File: config.mk
export PLATFORM = sky130hd
export DESIGN_NAME = pswcb_bank
export DESIGN_NICKNAME = d
export VERILOG_FILES = /design/src/core/pswcb_pkg.sv /design/src/core/pswcb_bank.sv
export VERILOG_INCLUDE_DIRS = /design/src /design/src/core
export SDC_FILE = /design/constraint.sdc
export NUM_CORES = 1
export LEC_CHECK = 0
export BUFFER_PORTS_ARGS = -buffer_cell sky130_fd_sc_hd__buf_2
export CAP_MARGIN = 0
export CORE_AREA = 3 3 87 109
export CTS_CLUSTER_SIZE = 25
export DETAILED_ROUTE_END_ITERATION = 12
export DIE_AREA = 0 0 90 112
export PLACE_DENSITY_LB_ADDON = 0.3
export SLEW_MARGIN = 20
export SYNTH_ARGS = -nofsm -noshare
export SYNTH_HDL_FRONTEND = slang
export SYNTH_SLANG_ARGS = --single-unit
File: constraint.sdc
create_clock -name clk -period 2.45 [get_ports clk]
set_input_delay 0.245 -clock clk [delete_from_list [all_inputs] [get_ports clk]]
set_output_delay 0.245 -clock clk [all_outputs]
set_load 0.03 [all_outputs]
File: src/core/pswcb_consts.svh
// Offsets, field positions and reset values of the bank F configuration registers
`ifndef PSWCB_CONSTS_SVH
`define PSWCB_CONSTS_SVH
`define PSWCB_BANK_F 4'hf
`define PSWCB_OFF_PORTCFG 4'h0
`define PSWCB_OFF_SMR 4'hb
`define PSWCB_OFF_STOP_RECOVERY_CONTROL_TWO 4'hd
`define PSWCB_OFF_WDMODE 4'hf
`define PSWCB_PORTCFG_RST 8'hfe
`define PSWCB_SMR_RST 7'h20
`define PSWCB_STOP_RECOVERY_CONTROL_TWO_RST 2'h0
`define PSWCB_WDMODE_RST 5'h0d
`define PSWCB_BIT_OSC 7
`define PSWCB_BIT_P3DRV 6
`define PSWCB_BIT_P2DRV 5
`define PSWCB_BIT_P0DRV 3
`define PSWCB_BIT_P0PP 2
`define PSWCB_BIT_CMPOUT 0
`define PSWCB_BIT_LEVEL 6
`define PSWCB_BIT_DELAY 5
`define PSWCB_SRC_HI 4
`define PSWCB_SRC_LO 2
`define PSWCB_BIT_NODIV2 1
`define PSWCB_BIT_DIV16 0
`define PSWCB_BIT_WDCLK 4
`define PSWCB_BIT_WDSTOP 3
`define PSWCB_BIT_WDHALT 2
`define PSWCB_TAP0 12'd128
`define PSWCB_TAP1 12'd256
`define PSWCB_TAP2 12'd512
`define PSWCB_TAP3 12'd2048
`endif

File: src/core/pswcb_pkg.sv
// Types of the bank F configuration block
package pswcb_pkg;
    typedef enum logic [2:0] {
        PSWCB_SRC_POR = 3'h0, PSWCB_SRC_P30 = 3'h1, PSWCB_SRC_P31 = 3'h2, PSWCB_SRC_P32 = 3'h3,
        PSWCB_SRC_P33 = 3'h4, PSWCB_SRC_P27 = 3'h5, PSWCB_SRC_NOR4 = 3'h6, PSWCB_SRC_NOR8 = 3'h7
    } pswcb_src_t;
    typedef enum logic [1:0] {
        PSWCB_SRC2_POR = 2'h0, PSWCB_SRC2_AND4 = 2'h1, PSWCB_SRC2_AND8 = 2'h2, PSWCB_SRC2_RSVD = 2'h3
    } pswcb_src2_t;
endpackage

File: src/core/pswcb_bank.sv
// Bank F configuration registers: port, stop recovery and watchdog mode
//
// Notes on behaviour
// Port config bit 7 selects oscillator drive, 0 low-EMI, 1 standard, reset 1.
// Bits 6,5,3 set port 3, 2, 0 drive, 0 low-EMI, reset 1.
// Bit 2 sets port 0 output: 0 open-drain, 1 push-pull, reset 1.
// Software writes 1 to reserved port config bits 4 and 1.
// Bit 0 routes comparator results onto two port 3 pins, reset 0.
// Stop recovery bit 7 reads 0 after power-on, 1 after stop recovery.
// Stop recovery bit 6 selects wake level, 0 low, 1 high, reset 0.
// Stop recovery bit 5 enables the recovery delay, reset 1.
// Stop recovery bits 4..2 select wake source from port 3 or port 2.
// Wake source field cleared by reset and by stop recovery.
// Stop recovery bit 1: 0 divides clocks by two, 1 undivided, reset 0.
// Stop recovery bit 0 adds divide-by-16 of clocks, reset 0.
// Using first source field, software keeps second source field zero.
// Using second source field, software keeps first source field zero.
// Stop recovery resets to 20h; top bit read-only, rest write-only.
// Second stop recovery bits 1..0 select AND wake sources, reset 00.
// Second stop recovery is write-only; bits 7..2 written as zero.
// Watchdog mode write-only, low five bits reset 01101, upper bits indeterminate.
// Watchdog bit 4 selects clock: 0 internal RC, 1 crystal input.
// Watchdog bit 3 keeps it counting in stop mode, reset 1.
// Watchdog bit 2 keeps it counting in halt mode, reset 1.
// Watchdog bits 1..0 select timeout of 128, 256, 512, 2048 clocks.
// Contents survive stop recovery; only full reset restores reset values. Stop recovery here clears the wake source field and sets the stop flag.
// Software selects bank F through the register pointer low nibble.
// Write-only bits read unspecified; a write updates all fields at once.
`timescale 1ns/100ps
`include "pswcb_consts.svh"

module pswcb_bank (
    input wire logic clk, // System clock
    input wire logic rst, // Full reset, async high
    input wire logic [3:0] register_pointer_bank, // Low nibble of register pointer
    input wire logic [3:0] reg_addr, // Working register offset
    input wire logic reg_wr, // Write strobe
    input wire logic reg_rd, // Read strobe
    input wire logic [7:0] reg_wdata, // Write data
    output logic [7:0] reg_rdata, // Read data
    input wire logic stop_recovered, // One-cycle stop recovery pulse
    input wire logic [3:0] port3_pins, // Port 3 pins 0..3
    input wire logic [7:0] port2_pins, // Port 2 pins
    output logic osc_standard, // Oscillator drive standard
    output logic port3_standard, // Port 3 drive standard
    output logic port2_standard, // Port 2 drive standard
    output logic port0_standard, // Port 0 drive standard
    output logic port0_push_pull, // Port 0 push-pull
    output logic comparator_route, // Comparators to port3_bit4_pin/port3_bit7_pin
    output logic stop_flag, // Recovered from stop
    output logic wake_level_high, // Wake level high
    output logic stop_delay_on, // Recovery delay enabled
    output pswcb_pkg::pswcb_src_t wake_source, // Wake source
    output pswcb_pkg::pswcb_src2_t wake_source_two, // Second wake source
    output logic wake_request, // Selected wake condition met
    output logic clk_undivided, // System/timer clock undivided
    output logic clk_div16, // Extra divide-by-16
    output logic watchdog_crystal, // Watchdog clocked by crystal_input
    output logic watchdog_in_stop, // Watchdog runs in stop
    output logic watchdog_in_halt, // Watchdog runs in halt
    output logic [11:0] watchdog_timeout // Timeout in system clocks
);

    ////////////////////////////////////////////////////////////////////////////
    // Decode

    function automatic logic hit(input logic [3:0] bank, input logic [3:0] addr, input logic [3:0] off);
        hit = (bank == `PSWCB_BANK_F) && (addr == off);
    endfunction

    logic [7:0] portcfg_q, portcfg_d;
    logic [6:0] smr_q, smr_d;
    logic smr_flag_q, smr_flag_d;
    logic [1:0] stop_recovery_control_two_q, stop_recovery_control_two_d;
    logic [4:0] wdmode_q, wdmode_d;
    logic [7:0] rdata_q, rdata_d;
    logic smr_read_now;
    assign smr_read_now = reg_rd && hit(register_pointer_bank, reg_addr, `PSWCB_OFF_SMR);
    logic [11:0] pins_in;
    logic [11:0] sync1_q, sync1_d;
    logic [11:0] sync2_q, sync2_d;
    logic [11:0] sync3_q, sync3_d;
    logic [11:0] filt_q, filt_d;
    logic [3:0] p3_all;
    logic [7:0] p2_all;

    ////////////////////////////////////////////////////////////////////////////
    // Register next values

    always_comb begin
        portcfg_d = portcfg_q;
        smr_d = smr_q;
        smr_flag_d = smr_flag_q;
        stop_recovery_control_two_d = stop_recovery_control_two_q;
        wdmode_d = wdmode_q;
        // whole-register write
        if (reg_wr && hit(register_pointer_bank, reg_addr, `PSWCB_OFF_PORTCFG)) begin
            portcfg_d = reg_wdata;
        end
        if (reg_wr && hit(register_pointer_bank, reg_addr, `PSWCB_OFF_SMR)) begin
            smr_d = reg_wdata[6:0];
        end
        // reserved bits dropped
        if (reg_wr && hit(register_pointer_bank, reg_addr, `PSWCB_OFF_STOP_RECOVERY_CONTROL_TWO)) begin
            stop_recovery_control_two_d = reg_wdata[1:0];
        end
        // reserved bits dropped
        if (reg_wr && hit(register_pointer_bank, reg_addr, `PSWCB_OFF_WDMODE)) begin
            wdmode_d = reg_wdata[4:0];
        end
        // source cleared on recovery, wins over write
        if (stop_recovered) begin
            smr_d[`PSWCB_SRC_HI:`PSWCB_SRC_LO] = 3'h0;
            // flag set on recovery
            smr_flag_d = 1'b1;
        end
        // only top bit readable
        rdata_d = 8'h00;
        if (reg_rd && hit(register_pointer_bank, reg_addr, `PSWCB_OFF_SMR)) begin
            rdata_d = {smr_flag_q, 7'h00};
        end
    end

    // only full reset restores defaults
    always_ff @(posedge clk or posedge rst) begin
        if (rst) begin
            portcfg_q <= `PSWCB_PORTCFG_RST;
            smr_q <= `PSWCB_SMR_RST;
            smr_flag_q <= 1'b0;
            stop_recovery_control_two_q <= `PSWCB_STOP_RECOVERY_CONTROL_TWO_RST;
            wdmode_q <= `PSWCB_WDMODE_RST;
            rdata_q <= 8'h00;
        end else begin
            portcfg_q <= portcfg_d;
            smr_q <= smr_d;
            smr_flag_q <= smr_flag_d;
            stop_recovery_control_two_q <= stop_recovery_control_two_d;
            wdmode_q <= wdmode_d;
            rdata_q <= rdata_d;
        end
    end

    ////////////////////////////////////////////////////////////////////////////
    // Pin synchronisers

    // Port 2 pins above port 3 pins, one chain for all
    assign pins_in = {port2_pins, port3_pins};

    always_comb begin
        sync1_d = pins_in;
        sync2_d = sync1_q;
        sync3_d = sync2_q;
        // Level moves only once second and third stages agree
        filt_d = (sync2_q & sync3_q) | (filt_q & (sync2_q | sync3_q));
    end

    always_ff @(posedge clk or posedge rst) begin
        if (rst) begin
            sync1_q <= 12'h000;
            sync2_q <= 12'h000;
            sync3_q <= 12'h000;
            filt_q <= 12'h000;
        end else begin
            sync1_q <= sync1_d;
            sync2_q <= sync2_d;
            sync3_q <= sync3_d;
            filt_q <= filt_d;
        end
    end
    assign {p2_all, p3_all} = filt_q;

    ////////////////////////////////////////////////////////////////////////////
    // Wake decode

    logic wake_raw;
    always_comb begin
        wake_raw = 1'b0;
        // first source decode
        unique case (pswcb_pkg::pswcb_src_t'(smr_q[`PSWCB_SRC_HI:`PSWCB_SRC_LO]))
            pswcb_pkg::PSWCB_SRC_POR: wake_raw = 1'b0;
            pswcb_pkg::PSWCB_SRC_P30: wake_raw = p3_all[0] == smr_q[`PSWCB_BIT_LEVEL];
            pswcb_pkg::PSWCB_SRC_P31: wake_raw = p3_all[1] == smr_q[`PSWCB_BIT_LEVEL];
            pswcb_pkg::PSWCB_SRC_P32: wake_raw = p3_all[2] == smr_q[`PSWCB_BIT_LEVEL];
            pswcb_pkg::PSWCB_SRC_P33: wake_raw = p3_all[3] == smr_q[`PSWCB_BIT_LEVEL];
            pswcb_pkg::PSWCB_SRC_P27: wake_raw = p2_all[7] == smr_q[`PSWCB_BIT_LEVEL];
            pswcb_pkg::PSWCB_SRC_NOR4: wake_raw = (~|p2_all[3:0]) == smr_q[`PSWCB_BIT_LEVEL];
            pswcb_pkg::PSWCB_SRC_NOR8: wake_raw = (~|p2_all) == smr_q[`PSWCB_BIT_LEVEL];
        endcase
        // second source decode; R13 R14 only one field in use
        unique case (pswcb_pkg::pswcb_src2_t'(stop_recovery_control_two_q))
            pswcb_pkg::PSWCB_SRC2_AND4: wake_raw = wake_raw | ((&p2_all[3:0]) == smr_q[`PSWCB_BIT_LEVEL]);
            pswcb_pkg::PSWCB_SRC2_AND8: wake_raw = wake_raw | ((&p2_all) == smr_q[`PSWCB_BIT_LEVEL]);
            default: wake_raw = wake_raw;
        endcase
    end

    ////////////////////////////////////////////////////////////////////////////
    // Outputs

    logic [11:0] tap_cycles;
    always_comb begin
        // timeout tap
        unique case (wdmode_q[1:0])
            2'h0: tap_cycles = `PSWCB_TAP0;
            2'h1: tap_cycles = `PSWCB_TAP1;
            2'h2: tap_cycles = `PSWCB_TAP2;
            2'h3: tap_cycles = `PSWCB_TAP3;
        endcase
    end

    // port configuration fields
    assign osc_standard = portcfg_q[`PSWCB_BIT_OSC];
    assign port3_standard = portcfg_q[`PSWCB_BIT_P3DRV];
    assign port2_standard = portcfg_q[`PSWCB_BIT_P2DRV];
    assign port0_standard = portcfg_q[`PSWCB_BIT_P0DRV];
    assign port0_push_pull = portcfg_q[`PSWCB_BIT_P0PP];
    assign comparator_route = portcfg_q[`PSWCB_BIT_CMPOUT];
    // stop recovery fields
    assign stop_flag = smr_flag_q;
    assign wake_level_high = smr_q[`PSWCB_BIT_LEVEL];
    assign stop_delay_on = smr_q[`PSWCB_BIT_DELAY];
    assign wake_source = pswcb_pkg::pswcb_src_t'(smr_q[`PSWCB_SRC_HI:`PSWCB_SRC_LO]);
    assign wake_source_two = pswcb_pkg::pswcb_src2_t'(stop_recovery_control_two_q);
    assign wake_request = wake_raw;
    assign clk_undivided = smr_q[`PSWCB_BIT_NODIV2];
    assign clk_div16 = smr_q[`PSWCB_BIT_DIV16];
    // watchdog fields
    assign watchdog_crystal = wdmode_q[`PSWCB_BIT_WDCLK];
    assign watchdog_in_stop = wdmode_q[`PSWCB_BIT_WDSTOP];
    assign watchdog_in_halt = wdmode_q[`PSWCB_BIT_WDHALT];
    assign watchdog_timeout = tap_cycles;
    assign reg_rdata = rdata_q;
endmodule

# --- Word-level counts from Yosys, hierarchy flattened ---
# Cells that the tools add are included.
# W data, S select, Z words.
op_classes:
  addsub: 0
  multipliers: 0
  div_mod_pow: 0
  n_lt_le_gt_ge: 0
  eq_ne: 25
  shift: 0
  muxes: 6
  bitwise: 6
  n_reduce_logical: 19
ops:
  columns: ["op", "n"]
  rows:
  - ["$pmux W12 S4", 1]
  - ["$and A12 B12 Y12", 2]
  - ["$or A12 B12 Y12", 2]
  - ["$eq A4 B4 Y1 const B", 4]
  - ["$eq A3 B3 Y1 const B", 4]
  - ["$eq A1 B1 Y1", 9]
  - ["$logic_and A1 B1 Y1", 9]
  - ["$mux W8", 1]
  - ["$pmux W1 S8", 1]
  - ["$reduce_and A8 Y1", 1]
  - ["$reduce_or A8 Y1", 1]
  - ["$eq A2 B2 Y1 const B", 3]
  - ["$eq A3 B2 Y1 const B", 2]
  - ["$mux W5", 1]
  - ["$eq A2 B1 Y1 const B", 2]
  - ["$logic_not A4 Y1", 1]
  - ["$reduce_and A4 Y1", 1]
  - ["$reduce_or A4 Y1", 1]
  - ["$eq A3 B1 Y1 const B", 1]
  - ["$logic_not A3 Y1", 1]
  - ["$mux W3", 1]
  - ["$logic_not A1 Y1", 2]
  - ["$logic_not A2 Y1", 1]
  - ["$or A1 B1 Y1", 2]
  - ["2 further kinds", 2]
totals:
  ff_bits: 79
  latch_bits: 0
  ram_bits: 0
  mem_bits_ro: 0
  elab_cells: 67
  n_memories: 0

# --- Longest topological paths before layout ---
depth:
  word_depth: 6
  ltp_mapped: 6
  ltp_nobuf: 5

# --- Worst setup path before layout ---
# OpenSTA, ideal clock, no wires.
synth_timing:
  kind: "reg2out"
  start: "reg smr_q[3]"
  end: "out wake_request"
  arrival_ns: 2.043
  path_slack_ns: 0.162
  stages_incl_launch_ff: 7
  n_path_buf: 1
  path_cell_list: "dfrtp_1 > buf_6 > a21boi_2 > o22ai_1 > a41oi_2 > mux2i_1 > o32ai_1"
synth_between:
  elab_chain_cells: 4
  word_cells_on_any_way: 12
  cone_classes: "eq/ne (7); mux (2); bitwise (2); reduce/logical (1)"
synth_rtl:
  columns: ["item", "line", "source"]
  rows:
  - ["start: declaration", "pswcb_bank.sv:72", "logic [6:0] smr_q, smr_d;"]
  - ["start signal: assignment", "pswcb_bank.sv:128", "smr_q <= `PSWCB_SMR_RST;"]
  - ["start signal: assignment", "pswcb_bank.sv:135", "smr_q <= smr_d;"]
  - ["$eq A3 B3 Y1 (tied with other cells)", "pswcb_bank.sv:179", "unique case (pswcb_pkg::pswcb_src_t'(smr_q[`PSWCB_SRC_HI:`PSWCB_SRC_LO]))"]
  - ["$pmux W1 S8 (*)", "pswcb_bank.sv:179", null]
  - ["$or A1 B1 Y1 (on tied branches)", "pswcb_bank.sv:192, pswcb_bank.sv:191", null]
  - ["$pmux W1 S2 (*)", "pswcb_bank.sv:190", "unique case (pswcb_pkg::pswcb_src2_t'(stop_recovery_control_two_q))"]
  - ["end: declaration", "pswcb_bank.sv:55", "output logic wake_request,"]
# Mark *: on every way between the ends. The rest lies on a longest branch, timed or not.

# --- Worst setup path in the final report ---
layout_timing:
  start: "reg filt_q[7]"
  end: "out wake_request"
layout_between:
  elab_chain_cells: 6
  word_cells_on_any_way: 14
  cone_classes: "eq/ne (4); mux (2); bitwise (2); reduce/logical (6)"
layout_rtl:
  columns: ["item", "line", "source"]
  rows:
  - ["start: declaration", "pswcb_bank.sv:83", "logic [11:0] filt_q, filt_d;"]
  - ["start signal: assignment", "pswcb_bank.sv:167", "filt_q <= filt_d;"]
  - ["$reduce_or A8 Y1 / $reduce_or A4 Y1 (equally long branches)", "pswcb_bank.sv:187, pswcb_bank.sv:186", null]
  - ["$logic_not A1 Y1 (on tied branches)", "pswcb_bank.sv:187, pswcb_bank.sv:186", null]
  - ["$eq A1 B1 Y1 (on tied branches)", "pswcb_bank.sv:187, pswcb_bank.sv:186", null]
  - ["$pmux W1 S8", "pswcb_bank.sv:179", null]
  - ["$or A1 B1 Y1 (on tied branches)", "pswcb_bank.sv:192, pswcb_bank.sv:191", null]
  - ["$pmux W1 S2 (*)", "pswcb_bank.sv:190", null]
# Marks and branches as above.

==> results.md <==
- Outcome: finished, final reports clean
- Placed Cells incl. Taps: ~340
- Starting DRC count in detailed routing: 46
- Total track usage: 8.86%
- Hold WC Path Type: in -> reg
- HPWL after DPL: a little under 3000 µm
- CTS tree: yes
- Pwr/cell area: around 800 nW/µm²
- CTS sink count: 70
- Final Max Tran Viols: 0
- Clock buffer depth: 2
- Synth Area per Inst: approximately 15 µm²
- Hold Slack: between 0.1 and 0.15 ns
- Crit. End Element: output pin
- Synth-to-Final Area Change: 30.4%
- Wirelength per Cell: 11.5 µm
- Setup Crit Path Kind: reg -> out
- Critical Path Start Type: flop
- Antenna cells: 0
- Max layer used: met4
- Worst-path maximum fanout: 3
- Largest net degree at the start of global routing: a little over 70
- Buf/Inv on CP: 1
- I/O Pins: 73
- FF+latch count, synth: 70
- Metal2 WL: between 1500 and 2000 µm
- Arr. time, crit path: around 2.0 ns
- Critical path's slowest cell: dfrtp_1
- Detail Route Antenna Nets: 0
- FP Rows: 38
- Ys Warns: 0
- Wire length on met1: between 1500 and 2000 µm
- Final GP Congestion: between 0.7 and 0.8
- Fill cells: 867
- Vias in the first global route: 1471
- Post-Syn Area: around 2500 µm²
- Met3 WL: roughly 310 µm
- Nets: between 200 and 300
- Cts bufs inserted: 9
- Largest delay share family, worst path: compound AO/OA/AOI/OAI gates
- DRT Pass-1 Iters: 4
- Die Footprint: slightly above 10000 µm²
- Max Clk Rate: about 450 MHz
- # Max-Cap Violations: 0
- GR Overflow Total: 0
- DR vias: approximately 1500
- # setup viols final: 0
- Cells after Synth: approximately 170
- Slowest stage delay, CP: 0.41 ns
- WL final: 4280 µm
- Total core area: 8650 µm²
- Initial antenna violation count: 0
- Peak VDD IR: 357 µV
- Pleak: ~1.6 nW
- I/O Buffers: 57
- Fin cells: between 300 and 400
- Post-route DRC: 0
- Reg clk slew, reported paths: around 0.08 ns
- Die width: 90 µm
- Fin Setup TNS: 0 ns
- Layout cells sized above 1: 43.4%
- Skew-Pair Late Insertion Delay: around 0.34 ns
- Root Buffer: clkbuf_8
- Vias per cell: ~4
- First-pass GRT wire length: between 6000 and 7000 µm
- Initial core utilization: between 20% and 30%
- Tcrit/Tclk final: between 90 and 100%
- Setup Skew: 0.00896 ns
- # H-tree levels: 3
- Fin crit period: around 2.2 ns
- Crit-path cells: nor4_2 -> a41oi_2 -> mux2i_1 -> o32ai_2 -> buf_2
- Final Hold Viols: 0
- Yosys cell types: 34
- RSZ-0062 raised after global routing: false
- Sequential area share after synthesis: between 60% and 70%
- Die Height: roughly 110 µm
- WP data required: roughly 2.2 ns
==> metrics by stage <==
stage	setup WS, ns	power, mW	utilization [%]	cell area, µm²
final	0.209	2.59	38.2	3310
after global routing	0.0481	2.70	38.2	3310
after CTS	0.0887	2.63	38.1	3300
after detailed placement	0.370	1.48	33.7	2910
after global placement	0.407	1.48	33.7	2910
after floorplan	0.162	1.42	-	2590
==> cell usage in the layout, fill, tap and decap left out, types with 4 or more instances in the layout <==
cell type      count
dlygate4sd3_1     13
clkbuf_8           9
maj3_1            12
mux2_2            16
dfrtp_1           59
mux2i_1            5
conb_1            15
buf_2             57
dfstp_2            9
nor2_1             6
nand2_1            4
==> worst paths after layout <==
path | start | endpoint | slack [ns] | cells past startpoint
min in group asynchronous | rst | sync1_q[9] | 0.53 | 4
max | filt_q[7] | wake_request | 0.21 | 5
min reg2reg | sync1_q[0] | sync2_q[0] | 0.35 | 0
max reg2reg | filt_q[4] | filt_q[4] | 1.55 | 1
min | stop_recovered | smr_q[2] | 0.11 | 2
max in group asynchronous | rst | wdmode_q[3] | 1.60 | 4
==> cell families after synthesis <==
group,synth area share [%]
AO/OA/AOI/OAI,2.91
adder cells (fa/ha/maj),5.23
flip-flops,69.5
XOR/XNOR,0.346
buffers and inverters,5.68
AND/OR/NAND/NOR,7.06
multiplexers,9.08
other,0.148
==> cells in the mapped netlist, drive strengths merged <==
cell,number,share of area (%)
and3,3,0.74
o22ai,1,0.25
mux2,16,7.1
a21oi,1,0.20
nor2,6,0.89
and4,2,0.69
nor4,2,0.49
nand2,5,0.84
nor2b,3,0.74
a22o,1,0.35
and2,1,0.25
inv,4,0.59
nor4b,1,0.59
a21boi,1,0.44
mux2i,5,2.0
xnor2,1,0.35
maj3,12,4.7
a41oi,1,0.64
dfstp,9,9.3
o31ai,1,0.30
or2,1,0.25
buf,17,5.1
conb,1,0.15
nor3,2,0.39
o32ai,1,0.35
nand3b,1,0.30
o21ai,2,0.39
nand3,2,0.39
dfrtp,61,60
nand4,2,0.49
ha,1,0.49
==> flip-flops by register name, summed over array words and instances (netlist names) <==
signal	flops
filt_q	12
portcfg_q	6
reg_rdata	1
smr_q	7
stop_flag	1
sync1_q	12
sync2_q	12
sync3_q	12
wake_source_two	2
wdmode_q	5
==> layout make-up <==
cell class	instances	area, µm²	area share [%]
clock buffer	9	124	3.75
sequential	70	1770	53.4
tap	120	150	4.54
clock inverter	7	121	3.67
timing repair buffer	71	435	13.2
multi-input combinational	90	694	21.0
inverter	4	15.0	0.454
==> timing repair <==
action | in CTS | in global routing
setup endpoints to repair | 1 | 1
resized for setup | 1 | 3
hold endpoints to repair | 73 | 0
pin swaps | 0 | 0
setup buffers | 0 | 0
hold buffers | 13 | 0
==> power by group <==
part           internal [mW]  switching, mW  total, mW
clock                  0.679          0.432       1.11
combinational         0.0821          0.131      0.213
sequential              1.22         0.0368       1.26
total                   1.99          0.600       2.59
==> per-layer routing <==
layer,track usage (%),vias up
li1,-,709
met1,10.6,709
met2,13.4,58
met3,2.91,8
met4,6.44,0
met5,0,-
(Power assumes the default switching activity.)
